$ cat src/hw/core_ctrl_pkg.sv
// package: register map, field positions and reset values for the core control bank
package core_ctrl_pkg;
    localparam int ADDR_W = 8;
    localparam int DATA_W = 8;
    localparam logic [7:0] CORE2_CONTROL_A_OFS = 8'h06;
    localparam logic [7:0] CORE2_CONTROL_B_OFS = 8'h07;
    localparam logic [7:0] CORE3_CONTROL_A_OFS = 8'h08;
    localparam logic [7:0] CORE3_CONTROL_B_OFS = 8'h09;
    // control a field positions
    localparam int ON_BIT = 7;
    localparam int GATING_BIT = 6;
    localparam int CHOICE_BIT = 5;
    localparam int LEVEL_BIT = 4;
    localparam int DISCHARGE_BIT = 3;
    localparam int FPWM_BIT = 1;
    // control b field positions
    localparam int LIMIT_LSB = 3;
    localparam int RAMP_LSB = 0;
    localparam int FIELD_W = 3;
    // reset values: on, gating, first pin, enable mode, discharge on, auto mode
    localparam logic [7:0] CONTROL_A_RESET = 8'hc8;
    localparam logic [2:0] CORE2_LIMIT_RESET = 3'h4;
    localparam logic [2:0] CORE3_LIMIT_RESET = 3'h6;
    localparam logic [2:0] RAMP_RESET = 3'h2;
    localparam logic [2:0] LIMIT_MIN_CODE = 3'h2;
    localparam int SYNC_STAGES = 2;
endpackage

$ cat src/hw/core_cfg_if.sv
// interface: raw control a register of one core passed to the enable logic, with its run and roof results
`timescale 1ns/10ps
`default_nettype none
interface core_cfg_if;
    logic [7:0] control_a;
    logic run;
    logic roof;
    modport src(output control_a, input run, roof);
    modport dst(input control_a, output run, roof);
endinterface
`default_nettype wire

$ cat src/hw/core_enable_logic.sv
// module: effective enable and roof/floor state of one core from settings and pins
`timescale 1ns/10ps
`default_nettype none
module core_enable_logic (
    // settings and results
    core_cfg_if.dst cfg,
    // synchronised pins
    input wire logic pin_a_sync,
    input wire logic pin_b_sync
);
    import core_ctrl_pkg::*;
    logic pin;
    always_comb begin
        pin = cfg.control_a[CHOICE_BIT] ? pin_b_sync : pin_a_sync;
        cfg.run = cfg.control_a[ON_BIT];
        cfg.roof = 1'b1;
        if (cfg.control_a[GATING_BIT]) begin
            if (cfg.control_a[LEVEL_BIT]) begin
                cfg.roof = pin;
            end else begin
                cfg.run = cfg.control_a[ON_BIT] & pin;
            end
        end
    end
endmodule
`default_nettype wire

$ cat src/hw/core_ctrl_regs.sv
// top: control register bank for the third and fourth step-down cores
// What this block does
// - on bit seven enables the core
// - pin gating ANDs enable with selected pin
// - bit five chooses first or second pin
// - bit four: pin enables or picks roof/floor
// - discharge bit connects resistor when off
// - bit one forces continuous pulse-width mode
// - bits five to three set current limit
// - limit changes apply while core runs
// - bits two to zero set ramp rate
// - fourth core limit resets 0x6, ramp 0x2
// - floor state selects floor voltage setting
`timescale 1ns/10ps
`default_nettype none
module core_ctrl_regs (
    // clock and reset
    input wire logic clk,
    input wire logic rst_n,
    // register port from the serial interface
    input wire logic wr_en,
    input wire logic [core_ctrl_pkg::ADDR_W-1:0] addr,
    input wire logic [core_ctrl_pkg::DATA_W-1:0] wr_data,
    output logic [core_ctrl_pkg::DATA_W-1:0] rd_data,
    // enable pins
    input wire logic enable_pin_a,
    input wire logic enable_pin_b,
    // core 2 controls
    output logic core2_run,
    output logic core2_use_floor,
    output logic core2_discharge,
    output logic core2_forced_pulse_width,
    output logic [2:0] core2_current_limit,
    output logic [2:0] core2_ramp_rate,
    // core 3 controls
    output logic core3_run,
    output logic core3_use_floor,
    output logic core3_discharge,
    output logic core3_forced_pulse_width,
    output logic [2:0] core3_current_limit,
    output logic [2:0] core3_ramp_rate
);
    import core_ctrl_pkg::*;

    // the ports and the byte-wide read function are built for eight-bit registers
    if (ADDR_W != 8 || DATA_W != 8) begin
        $error("register bank needs eight-bit address and data");
    end
    // one stage alone would hand a metastable pin straight to the enable logic
    if (SYNC_STAGES < 2) begin
        $error("pin synchroniser needs at least two stages");
    end
    // both three-bit fields must fit side by side inside control b
    if (LIMIT_LSB + FIELD_W > 8 || RAMP_LSB + FIELD_W > LIMIT_LSB) begin
        $error("control b fields overlap or overflow the register");
    end
    // codes below the lowest defined limit step must not be the value after reset
    if (CORE2_LIMIT_RESET < LIMIT_MIN_CODE || CORE3_LIMIT_RESET < LIMIT_MIN_CODE) begin
        $error("current limit reset code below the lowest defined step");
    end
    // the four control registers need four distinct offsets; only four of the six pairs are compared (2A-3B and 2B-3A are not)
    if (CORE2_CONTROL_A_OFS == CORE2_CONTROL_B_OFS || CORE2_CONTROL_A_OFS == CORE3_CONTROL_A_OFS
        || CORE2_CONTROL_B_OFS == CORE3_CONTROL_B_OFS
        || CORE3_CONTROL_A_OFS == CORE3_CONTROL_B_OFS) begin
        $error("control register offsets collide");
    end

    logic [7:0] c2a_ff, c2b_ff, c3a_ff, c3b_ff;
    logic [7:0] nxt_c2a, nxt_c2b, nxt_c3a, nxt_c3b;
    logic [7:0] rd_data_ff, nxt_rd_data;
    logic [SYNC_STAGES-1:0] pin_a_ff, pin_b_ff, nxt_pin_a, nxt_pin_b;
    logic [3:0] out2_ff, out3_ff, nxt_out2, nxt_out3;
    logic [2:0] lim2_ff, lim3_ff, ramp2_ff, ramp3_ff;
    logic [2:0] nxt_lim2, nxt_lim3, nxt_ramp2, nxt_ramp3;

    // control b after reset: reserved bits clear, per-core limit, common ramp
    function automatic logic [7:0] control_b_reset(input logic [2:0] limit);
        control_b_reset = {2'b00, limit, RAMP_RESET};
    endfunction

    // {run, floor, discharge, forced}: floor only while running, discharge only while off
    function automatic logic [3:0] core_outputs(input logic run, input logic roof,
        input logic [7:0] control_a);
        logic at_floor;
        logic discharge;
        at_floor = run & ~roof;
        discharge = ~run & control_a[DISCHARGE_BIT];
        core_outputs = {run, at_floor, discharge, control_a[FPWM_BIT]};
    endfunction

    // one three-bit field of a control b register
    function automatic logic [2:0] field_of(input logic [7:0] control_b, input int lsb);
        field_of = control_b[lsb +: FIELD_W];
    endfunction

    // unmapped offsets read as zero so a stray read cannot alias a register
    function automatic logic [7:0] reg_read(input logic [7:0] a, input logic [7:0] r2a,
        input logic [7:0] r2b, input logic [7:0] r3a, input logic [7:0] r3b);
        case (a)
            CORE2_CONTROL_A_OFS: reg_read = r2a;
            CORE2_CONTROL_B_OFS: reg_read = r2b;
            CORE3_CONTROL_A_OFS: reg_read = r3a;
            CORE3_CONTROL_B_OFS: reg_read = r3b;
            default: reg_read = 8'h00;
        endcase
    endfunction

    // all eight bits stored so reserved bits read back what was written
    // read data takes the post-write value, so a read in the write cycle sees new data
    always_comb begin
        nxt_c2a = c2a_ff;
        nxt_c2b = c2b_ff;
        nxt_c3a = c3a_ff;
        nxt_c3b = c3b_ff;
        if (wr_en) begin
            case (addr)
                CORE2_CONTROL_A_OFS: nxt_c2a = wr_data;
                CORE2_CONTROL_B_OFS: nxt_c2b = wr_data;
                CORE3_CONTROL_A_OFS: nxt_c3a = wr_data;
                CORE3_CONTROL_B_OFS: nxt_c3b = wr_data;
                default: ;
            endcase
        end
        nxt_rd_data = reg_read(addr, nxt_c2a, nxt_c2b, nxt_c3a, nxt_c3b);
    end

    always_ff @(posedge clk or negedge rst_n) begin
        if (!rst_n) begin
            c2a_ff <= CONTROL_A_RESET;
            c2b_ff <= control_b_reset(CORE2_LIMIT_RESET);
            c3a_ff <= CONTROL_A_RESET;
            c3b_ff <= control_b_reset(CORE3_LIMIT_RESET);
            rd_data_ff <= 8'h00;
        end else begin
            c2a_ff <= nxt_c2a;
            c2b_ff <= nxt_c2b;
            c3a_ff <= nxt_c3a;
            c3b_ff <= nxt_c3b;
            rd_data_ff <= nxt_rd_data;
        end
    end

    // two-stage synchronisers; only the last stage feeds logic
    always_comb begin
        nxt_pin_a = {pin_a_ff[SYNC_STAGES-2:0], enable_pin_a};
        nxt_pin_b = {pin_b_ff[SYNC_STAGES-2:0], enable_pin_b};
    end

    always_ff @(posedge clk or negedge rst_n) begin
        if (!rst_n) begin
            pin_a_ff <= '0;
            pin_b_ff <= '0;
        end else begin
            pin_a_ff <= nxt_pin_a;
            pin_b_ff <= nxt_pin_b;
        end
    end

    // each core has its own settings bundle; the synchronised pins are shared
    core_cfg_if cfg2();
    core_cfg_if cfg3();
    assign cfg2.control_a = c2a_ff;
    assign cfg3.control_a = c3a_ff;

    core_enable_logic u_core2 (
        .cfg(cfg2),
        .pin_a_sync(pin_a_ff[SYNC_STAGES-1]),
        .pin_b_sync(pin_b_ff[SYNC_STAGES-1])
    );
    core_enable_logic u_core3 (
        .cfg(cfg3),
        .pin_a_sync(pin_a_ff[SYNC_STAGES-1]),
        .pin_b_sync(pin_b_ff[SYNC_STAGES-1])
    );

    // outputs lag their registers by a cycle so every pin leaves a flip-flop
    always_comb begin
        nxt_out2 = core_outputs(cfg2.run, cfg2.roof, c2a_ff);
        nxt_out3 = core_outputs(cfg3.run, cfg3.roof, c3a_ff);
        // limit codes pass through at any time, running core or not
        nxt_lim2 = field_of(c2b_ff, LIMIT_LSB);
        nxt_lim3 = field_of(c3b_ff, LIMIT_LSB);
        nxt_ramp2 = field_of(c2b_ff, RAMP_LSB);
        nxt_ramp3 = field_of(c3b_ff, RAMP_LSB);
    end

    always_ff @(posedge clk or negedge rst_n) begin
        if (!rst_n) begin
            out2_ff <= 4'h0;
            out3_ff <= 4'h0;
            lim2_ff <= CORE2_LIMIT_RESET;
            lim3_ff <= CORE3_LIMIT_RESET;
            ramp2_ff <= RAMP_RESET;
            ramp3_ff <= RAMP_RESET;
        end else begin
            out2_ff <= nxt_out2;
            out3_ff <= nxt_out3;
            lim2_ff <= nxt_lim2;
            lim3_ff <= nxt_lim3;
            ramp2_ff <= nxt_ramp2;
            ramp3_ff <= nxt_ramp3;
        end
    end

    // every output pin is a flip-flop bit, never a gate
    assign rd_data = rd_data_ff;
    assign core2_run = out2_ff[3];
    assign core2_use_floor = out2_ff[2];
    assign core2_discharge = out2_ff[1];
    assign core2_forced_pulse_width = out2_ff[0];
    assign core2_current_limit = lim2_ff;
    assign core2_ramp_rate = ramp2_ff;
    assign core3_run = out3_ff[3];
    assign core3_use_floor = out3_ff[2];
    assign core3_discharge = out3_ff[1];
    assign core3_forced_pulse_width = out3_ff[0];
    assign core3_current_limit = lim3_ff;
    assign core3_ramp_rate = ramp3_ff;
endmodule
`default_nettype wire

$ cat config.mk
export PLATFORM = sky130hd
export DESIGN_NAME = core_ctrl_regs
export DESIGN_NICKNAME = d
export VERILOG_FILES = /design/src/hw/core_ctrl_pkg.sv /design/src/hw/core_cfg_if.sv /design/src/hw/core_enable_logic.sv /design/src/hw/core_ctrl_regs.sv
export SDC_FILE = /design/constraint.sdc
export NUM_CORES = 1
export LEC_CHECK = 0
export ABC_AREA = 1
export BUFFER_PORTS_ARGS = -buffer_cell sky130_fd_sc_hd__buf_4
export CORE_ASPECT_RATIO = 1.5
export CORE_UTILIZATION = 40
export DETAILED_ROUTE_END_ITERATION = 12
export PLACE_DENSITY_LB_ADDON = 0.08
export SYNTH_ARGS = -nofsm -noshare
export SYNTH_HDL_FRONTEND = slang
export SYNTH_HIERARCHICAL = 1
export SYNTH_SLANG_ARGS = --single-unit
$ cat constraint.sdc
create_clock -name clk -period 1.05 [get_ports clk]
set_clock_uncertainty 0.2 [all_clocks]
set_input_delay 0.0525 -clock clk [delete_from_list [all_inputs] [get_ports clk]]
set_output_delay 0.0525 -clock clk [all_outputs]
set_load 0.05 [all_outputs]
==> run summary, run 1 <==
The run finished, with violations left. The die height is 110 um, and the area of the mapped netlist is 0.00313 mm^2. The number of cells on the worst reg-to-reg path is 5. Count of final hold-check violations: 32.

The number of clock buffers added by TritonCTS is 9. The period utilization works out to 119%. The run gives -0.0594 ns as the worst hold slack. Measured along the x axis, the die boundary spans 74.3 um. Global routing finished with a remaining overflow of 0. In the final layout, the multi-input gates occupy 0.00132 mm^2.

For this configuration, the core starts out at a cell density of 41.2%. The data required time of the worst path came out at 0.80 ns. The routed layout has 2417 vias. The sequential cells in the finished layout cover a total of 0.00162 mm^2.

The number of levels in the clock H-tree was 3; the placement row count was 39. The worst setup path is captured at an output pin. The tools report the detailed-route DRC error count as 0. For the number of pins exceeding their max-slew limit in the final report, the log shows 0.

The number of nets in the layout came out at 451. The largest stage delay on the critical path was 0.53 ns; the count of filler cells inserted in the layout was 707. The maximum buffer depth of the clock tree was 2. Class of the tightest hold or removal check: primary input to asynchronous set/reset pin.

The worst register-to-register path has a setup slack of -0.11 ns. The final standard cell utilization of the core is 58.4%, and the power density relative to cell area is 1490 mW/mm^2. Highest net fanout along the worst path: 1.

The tools report the sum of net half-perimeters after detailed placement as 5.08 mm. The synthesized design spends more area on one cell type than any other, namely dfrtp_1. Sorting the synthesized cells by area gives the leading types as dfrtp_1 38%, dfstp_2 13%, nand3_1 8.5%. After clock tree synthesis, the clock-pin slew on the worst setup and hold paths is 0.05 ns.

The setup violation total in the final timing report was 44; the synthesized area divided by synthesized cell count was 9.16 um^2. The cell sitting at the root of the clock tree is a clkbuf_16. 49 I/O pins were placed. The most common cell in the synthesized netlist is inv_1. Cells with a size suffix above 1 make up 47.4% of the layout. Sorting the synthesized cells by how often they occur yields 67 x inv_1, 60 x nand2_1, 53 x nand3_1, 48 x dfrtp_1, 32 x and2_1. The core region is 0.00761 mm^2. The worst register-to-register path ends at out3_ff[2]. The analysis attributes to cell leakage a power of 2.21 nW. The sequential element share of the synthesized area was 51.8%. Synthesis inferred 64 register bits.

The routability congestion estimate from global placement was 0.808; the pin slew with the least headroom to its limit was 0.255 ns. The worst setup path is of the flop to output pin kind. Synthesis produced a netlist with a net count of 363. The worst register-to-register path begins at c3a_ff[6]. In the synthesized netlist the dominant register cell turns out to be dfrtp_1. Count of inserted antenna diode cells: 0. TritonCTS built the clock tree.

The clock sink total came out at 64. The wire length per cell is 13.4 um. Number of enable-type register cells in the synthesized netlist: 0. The time the final worst path needs with I/O delays and setup is 1.25 ns, and the first-pass iteration count of the detailed router is 4.

The critical path goes through buf_8. The tools report the post-route antenna net violation count as 0. The tools report the element type at the critical path start as a flop.

The first global-routing pass estimated 11.2 mm of wire. Data on the critical path arrives at its endpoint at 1.00 ns. The max-capacitance violation count is 0. The largest individual stage delay along the critical path comes from the cell dfstp_2. Setup repair after global routing could not meet its margin everywhere. For the setup slack of the critical path after layout, the log shows -0.200 ns.

With fillers left out, the area of the finished cells amounts to 0.00444 mm^2. The number of standard cells after synthesis was 342; the post-synthesis to final-layout area growth was 41.9%. The number of unique standard cell types used by synthesis is 25, and the portion of synthesized cell area occupied by the leading cell type is 38.3%. The proportion of register bits with asynchronous set or reset after synthesis came out at 100%. The family of cells with the greatest summed delay on the critical path was flip-flops. For this design, the CTS-stage hold fixing added 3 buffers.

Global routing used 19.2% of the available tracks. The highest ir drop seen on vdd was 0.817 mV; the number of antenna violations at the first check in global routing was 0. For this block, the routed nets add up to 7.19 mm of wire. After the first detailed-routing iteration, the DRC count stood at 84. Headroom to the max-slew limit came out at 82.9%.

The sum of negative setup slack was -3.08 ns; the ratio of routed vias to standard cells was 4.50. Yosys printed 6 warnings. The checks that failed: hold timing, setup timing. The pin count of the biggest net entering global routing is 24, and the count of buffering cells on the critical path with inverters included is 1.

The number of global-route vias before repair was 2358. The floorplan step defined a die boundary enclosing 0.00820 mm^2. Input and output buffers added on the ports amount to 48. The highest clock frequency the design can meet was 800 MHz. The clock latency on the worst-skew pair is 0.33 ns.

In this run the cell area measured after placement is 0.00377 mm^2.
final cells by class:
class	count	share of cell area, %
Sequential cell	64	36.5
Multi-Input combinational cell	200	29.6
Timing Repair Buffer	82	17.5
Inverter	73	6.45
Clock buffer	13	5.63
Tap cell	102	2.87
Clock inverter	3	1.46
how the worst max path moves through the flow:
stage / from / endpoint / slack (ns) / cells past startpoint
finish: core3_ramp_rate[1] / core3_ramp_rate[1] / -0.20 / 1
detailed placement: addr[7] / rd_data[3] / -0.40 / 9
CTS: core3_ramp_rate[1] / core3_ramp_rate[1] / -0.21 / 1
global route: core3_ramp_rate[1] / core3_ramp_rate[1] / -0.22 / 1
global placement: addr[7] / rd_data[2] / -0.38 / 9
floorplan: addr[4] / rd_data[4] / -0.10 / 10
state kept, by name, indices dropped and copies added, names as in the netlist:
signal,flops
c3a_ff,8
core2_ramp_rate,3
out2_ff,4
c2a_ff,8
pin_b_ff,2
rd_data,8
c3b_ff,8
c2b_ff,8
pin_a_ff,2
out3_ff,4
core3_current_limit,3
core3_ramp_rate,3
core2_current_limit,3
layout by cell type, fill, tap and decap left out, drive strengths merged:
cell	netlist	routed
dfstp	16	16
inv	71	73
dfrtp	48	48
and2	32	32
nor3	1	1
dlygate4sd3	0	3
buf	8	79
nor2	20	23
nand4	8	8
bufinv	0	2
a21oi	2	2
nand2	72	72
clkinv	2	1
clkbuf	0	13
nand3	62	62
routing by layer:
layer  GRT usage, %  vias up  routed length, um
met3           3.91       16                197
met4           9.16        0                178
met1           22.6     1126               2950
li1               -     1223                  -
met5              0        -                  0
met2           32.8       52               3860
repair_timing:
item / CTS / global route
resized for setup: 51 / 42
setup buffers: 3 / 2
pin swaps: 15 / 27
endpoints found under the setup margin: 43 / 53
hold endpoints to repair: 92 / 26
gates cloned: 2 / 1
cell families (layout without fill, tap and decap cells):
logic type	after synthesis	count (layout)	synth area share (%)
AND/OR/NAND/NOR	195	198	36.0
AO/OA/AOI/OAI	2	2	0.559
flip-flops	64	64	51.8
buffers and inverters	81	171	11.7
through the flow:
stage	worst slack, ns	hold WS [ns]	instances	power (mW)
after floorplan	-0.105	-0.443	342	3.11
after global placement	-0.384	-0.257	510	3.41
after detailed placement	-0.401	-0.253	510	3.42
after CTS	-0.213	-0.0719	534	6.66
after global routing	-0.224	-0.0513	537	6.88
final	-0.200	-0.0594	537	6.63
power breakdown:
group	switching [mW]	internal, mW	leakage (nW)	total, mW
combinational	0.492	0.323	1.39	0.815
clock	1.01	2.14	0.154	3.15
sequential	0.0606	2.61	0.667	2.67
total	1.56	5.07	2.21	6.63
Power figures use the tool's default switching activity.
==> run 2, diff against run 1 <==
Settings changed: RECOVER_POWER set to 50, SKIP_CTS_REPAIR_TIMING set to 1.
==> run 2 against run 1 <==
  * Largest cell class unchanged
  * Highest routed layer unchanged
  * The run still ends with hold timing, setup timing left
  * Clock power barely moved
  * Combinational power is 1% higher
  * First-iteration DRC count down 12%
  * Clock-buffer cell count is the same
==> run summary, run 2 (synthesized netlist as in run 1, its figures left out) <==
Period utilization: 119% (about the same). The area growth from synthesis to layout is 44.3%. Internal power consumption: 5.07 mW (about the same).

First-pass iteration count of the detailed router: 4 (unchanged). The count of port buffers added during placement is 48 (unchanged), and the share of post-route cells with drive strength above 1 is 46.5% (-0.87 points). The most common library cell in the layout ignoring fill and taps was inv_1. The run gives 1.57 mW (+0.29%) as the power dissipated by switching net loads. The initial DRC count is 74 (-12%), and the final standard cell utilization of the core is 59.4% (+1.0 points). For the pin count of the biggest net entering global routing, the log shows 24 (unchanged).

Pin slew with the least headroom to its limit: 0.496 ns (+0.241 ns). Minimum setup slack among reg-to-reg paths: -0.11 ns (about the same). The sum of internal, switching and leakage power came out at 6.64 mW (about the same). Count of buffering cells on the critical path with inverters included: 1 (unchanged). The run gives -0.401 ns (unchanged) as the worst setup slack before clock tree synthesis. The top cell types in the final layout, fill and taps aside, are 50 x inv_1, 49 x nand2_1, 48 x dfrtp_1. The critical path is of the flop to output pin type. The sum of net half-perimeters after detailed placement came out at 5.08 mm (unchanged).

The switching portion of total power is 23.6% (+0.054 points). The tools report the clock latency on the worst-skew pair as 0.33 ns (about the same). For the total clock buffers created by CTS, the log shows 9 (unchanged).

The run gives 0 (unchanged) as the detailed-route DRC error count. Highest net fanout along the worst path: 1 (unchanged). Family of cells with the greatest summed delay on the critical path: flip-flops. The relative slew slack came out at 66.9% (-16 points).

For the number of global-route vias before repair, the log shows 2273 (-3.6%). For the maximum buffer depth of the clock tree, the log shows 2 (unchanged). The ratio of routed vias to standard cells came out at 4.55 (+1.1%). For the total placed instance area, the log shows 0.00377 mm^2 (unchanged).

The initial core utilization is 41.2% (unchanged). The routability congestion estimate from global placement was 0.808 (unchanged); the wire length per cell was 13.5 um (+0.78%). The tools report the max-capacitance violation count as 0 (unchanged). The count of filler cells inserted in the layout came out at 708 (+0.14%). Placement row count: 39 (unchanged). The logs give 49 (unchanged) for the count of pins on the block boundary and 0.00452 mm^2 (+1.7%) for the area of all placed cells without fillers. TritonCTS built the clock tree. The run gives 12.4% (about the same) as the power share of the combinational group.

For the highest clock frequency the design can meet, the log shows 799 MHz (about the same). The count of inserted antenna diode cells was 0 (unchanged). The power density relative to cell area works out to 1470 mW/mm^2 (-1.6%). The count of final hold-check violations is 22 (-31%). The run finished, with violations left.

Die height: 110 um (unchanged). The horizontal die dimension was 74.3 um (unchanged). For the reported leakage power, the log shows 2.26 nW (+2.1%).

The time the final worst path needs with I/O delays and setup came out at 1.25 ns (+0.00120 ns). Post-route antenna net violation count: 0 (unchanged). Traced cell by cell, the critical path runs through buf_8. The via count was 2470 (+2.2%).

Area of the core: 0.00761 mm^2 (unchanged). STA classifies the critical path startpoint as a flop. The tools report the first-pass GRT wire length as 10.7 mm (-4.4%).

In this run the clock root is driven by a clkbuf_16. The run gives 1.00 ns (about the same) as the data arrival time of the critical path. The number of antenna violations at the first check in global routing was 0 (unchanged); the total routing usage reported by global routing was 18.4% (-0.80 points).

Die outline area: 0.00820 mm^2 (unchanged). The clock sink total came out at 64 (unchanged). The setup slack of the critical path after layout was -0.202 ns (-0.00120 ns); the data required time of the worst path was 0.80 ns (about the same). The clock-pin slew reported for the worst setup and hold paths after clock tree synthesis is 0.05 ns (about the same). The largest stage delay on the critical path was 0.53 ns (about the same). The final reports fail on hold timing, setup timing. The number of pins exceeding their max-slew limit in the final report was 0 (unchanged). The tools report the sequential power share as 40.1% (about the same). The run gives 457 (+1.3%) as the number of nets in the layout.

The tools report the highest ir drop seen on vdd as 0.825 mV (+0.98%). For the worst hold slack, the log shows -0.0597 ns (-0.000274 ns). Setup repair after global routing could not meet its margin everywhere.

The clock network fraction of total power is 47.5% (about the same). The total wirelength of the detailed-routed design came out at 7.33 mm (+1.9%). Number of levels in the clock H-tree: 3 (unchanged).

The setup violation total in the final timing report came out at 43 (-2.3%). Class of the tightest hold or removal check: primary input to flop. The critical path endpoint category was an output pin.

The slowest stage of the critical path is the dfstp_2 cell. The total grt overflow is 0 (unchanged).
==> run 2: changes by cell type in the layout (fill, tap and decap cells not counted), moves of 2 or more <==
cell / previous run / this run
nand2_4: 0 / 2
inv_2: 25 / 22
nand3_1: 41 / 39
inv_1: 47 / 50
dfstp_2: 16 / 14
dfstp_1: 0 / 2
nand3_2: 17 / 19
buf_4: 48 / 45
nand2_2: 25 / 20
clkbuf_4: 0 / 3
buf_6: 24 / 29
nand2_1: 46 / 49
==> run 2: path summary, 6_finish.rpt <==
kind | to | depth (start not counted) | start
max reg2reg | out3_ff[2] | 5 | c3a_ff[6]
min reg2reg | pin_a_ff[1] | 0 | pin_a_ff[0]
min | c3a_ff[1] | 4 | wr_data[1]
max in group asynchronous | c2b_ff[1] | 3 | rst_n
max | core3_ramp_rate[1] | 1 | core3_ramp_rate[1]
min in group asynchronous | c2b_ff[4] | 2 | rst_n
==> run 2: layout make-up <==
type	count	area [um^2]	share of cell area (%)
multi-input cells	200	1330	29.4
repair buffers	88	842	18.6
clock buffers	13	250	5.54
clock inverters	3	65.1	1.44
well taps	102	128	2.82
inverters	73	287	6.34
flip-flops and latches	64	1620	35.9
==> run 2: metal layers <==
metal / wire, um / GRT usage, % / up-vias
met1: 3070 / 21.1 / 1168
met2: 3910 / 31.8 / 54
met3: 203 / 3.91 / 14
li1: - / - / 1234
met4: 143 / 9.16 / 0
met5: 0 / 0 / -
==> run 2: stage by stage <==
step | instances | TNS, ns | hold WS, ns
6_report | 543 | -3.27 | -0.0597
2_1_floorplan | 342 | -1.36 | -0.443
3_3_place_gp | 510 | -9.76 | -0.257
3_5_place_dp | 510 | -10.74 | -0.253
4_1_cts | 526 | -4.35 | -0.605
5_1_grt | 543 | -5.72 | -0.0384
==> run 2: power groups by stage <==
stage / logic (mW) / registers, mW / clock network (mW)
after floorplan: 0.254 / 2.85 / 0
after global placement: 0.723 / 2.69 / 0
after detailed placement: 0.727 / 2.69 / 0
after CTS: 0.729 / 2.65 / 3.20
after global routing: 0.894 / 2.68 / 3.32
final: 0.824 / 2.66 / 3.15
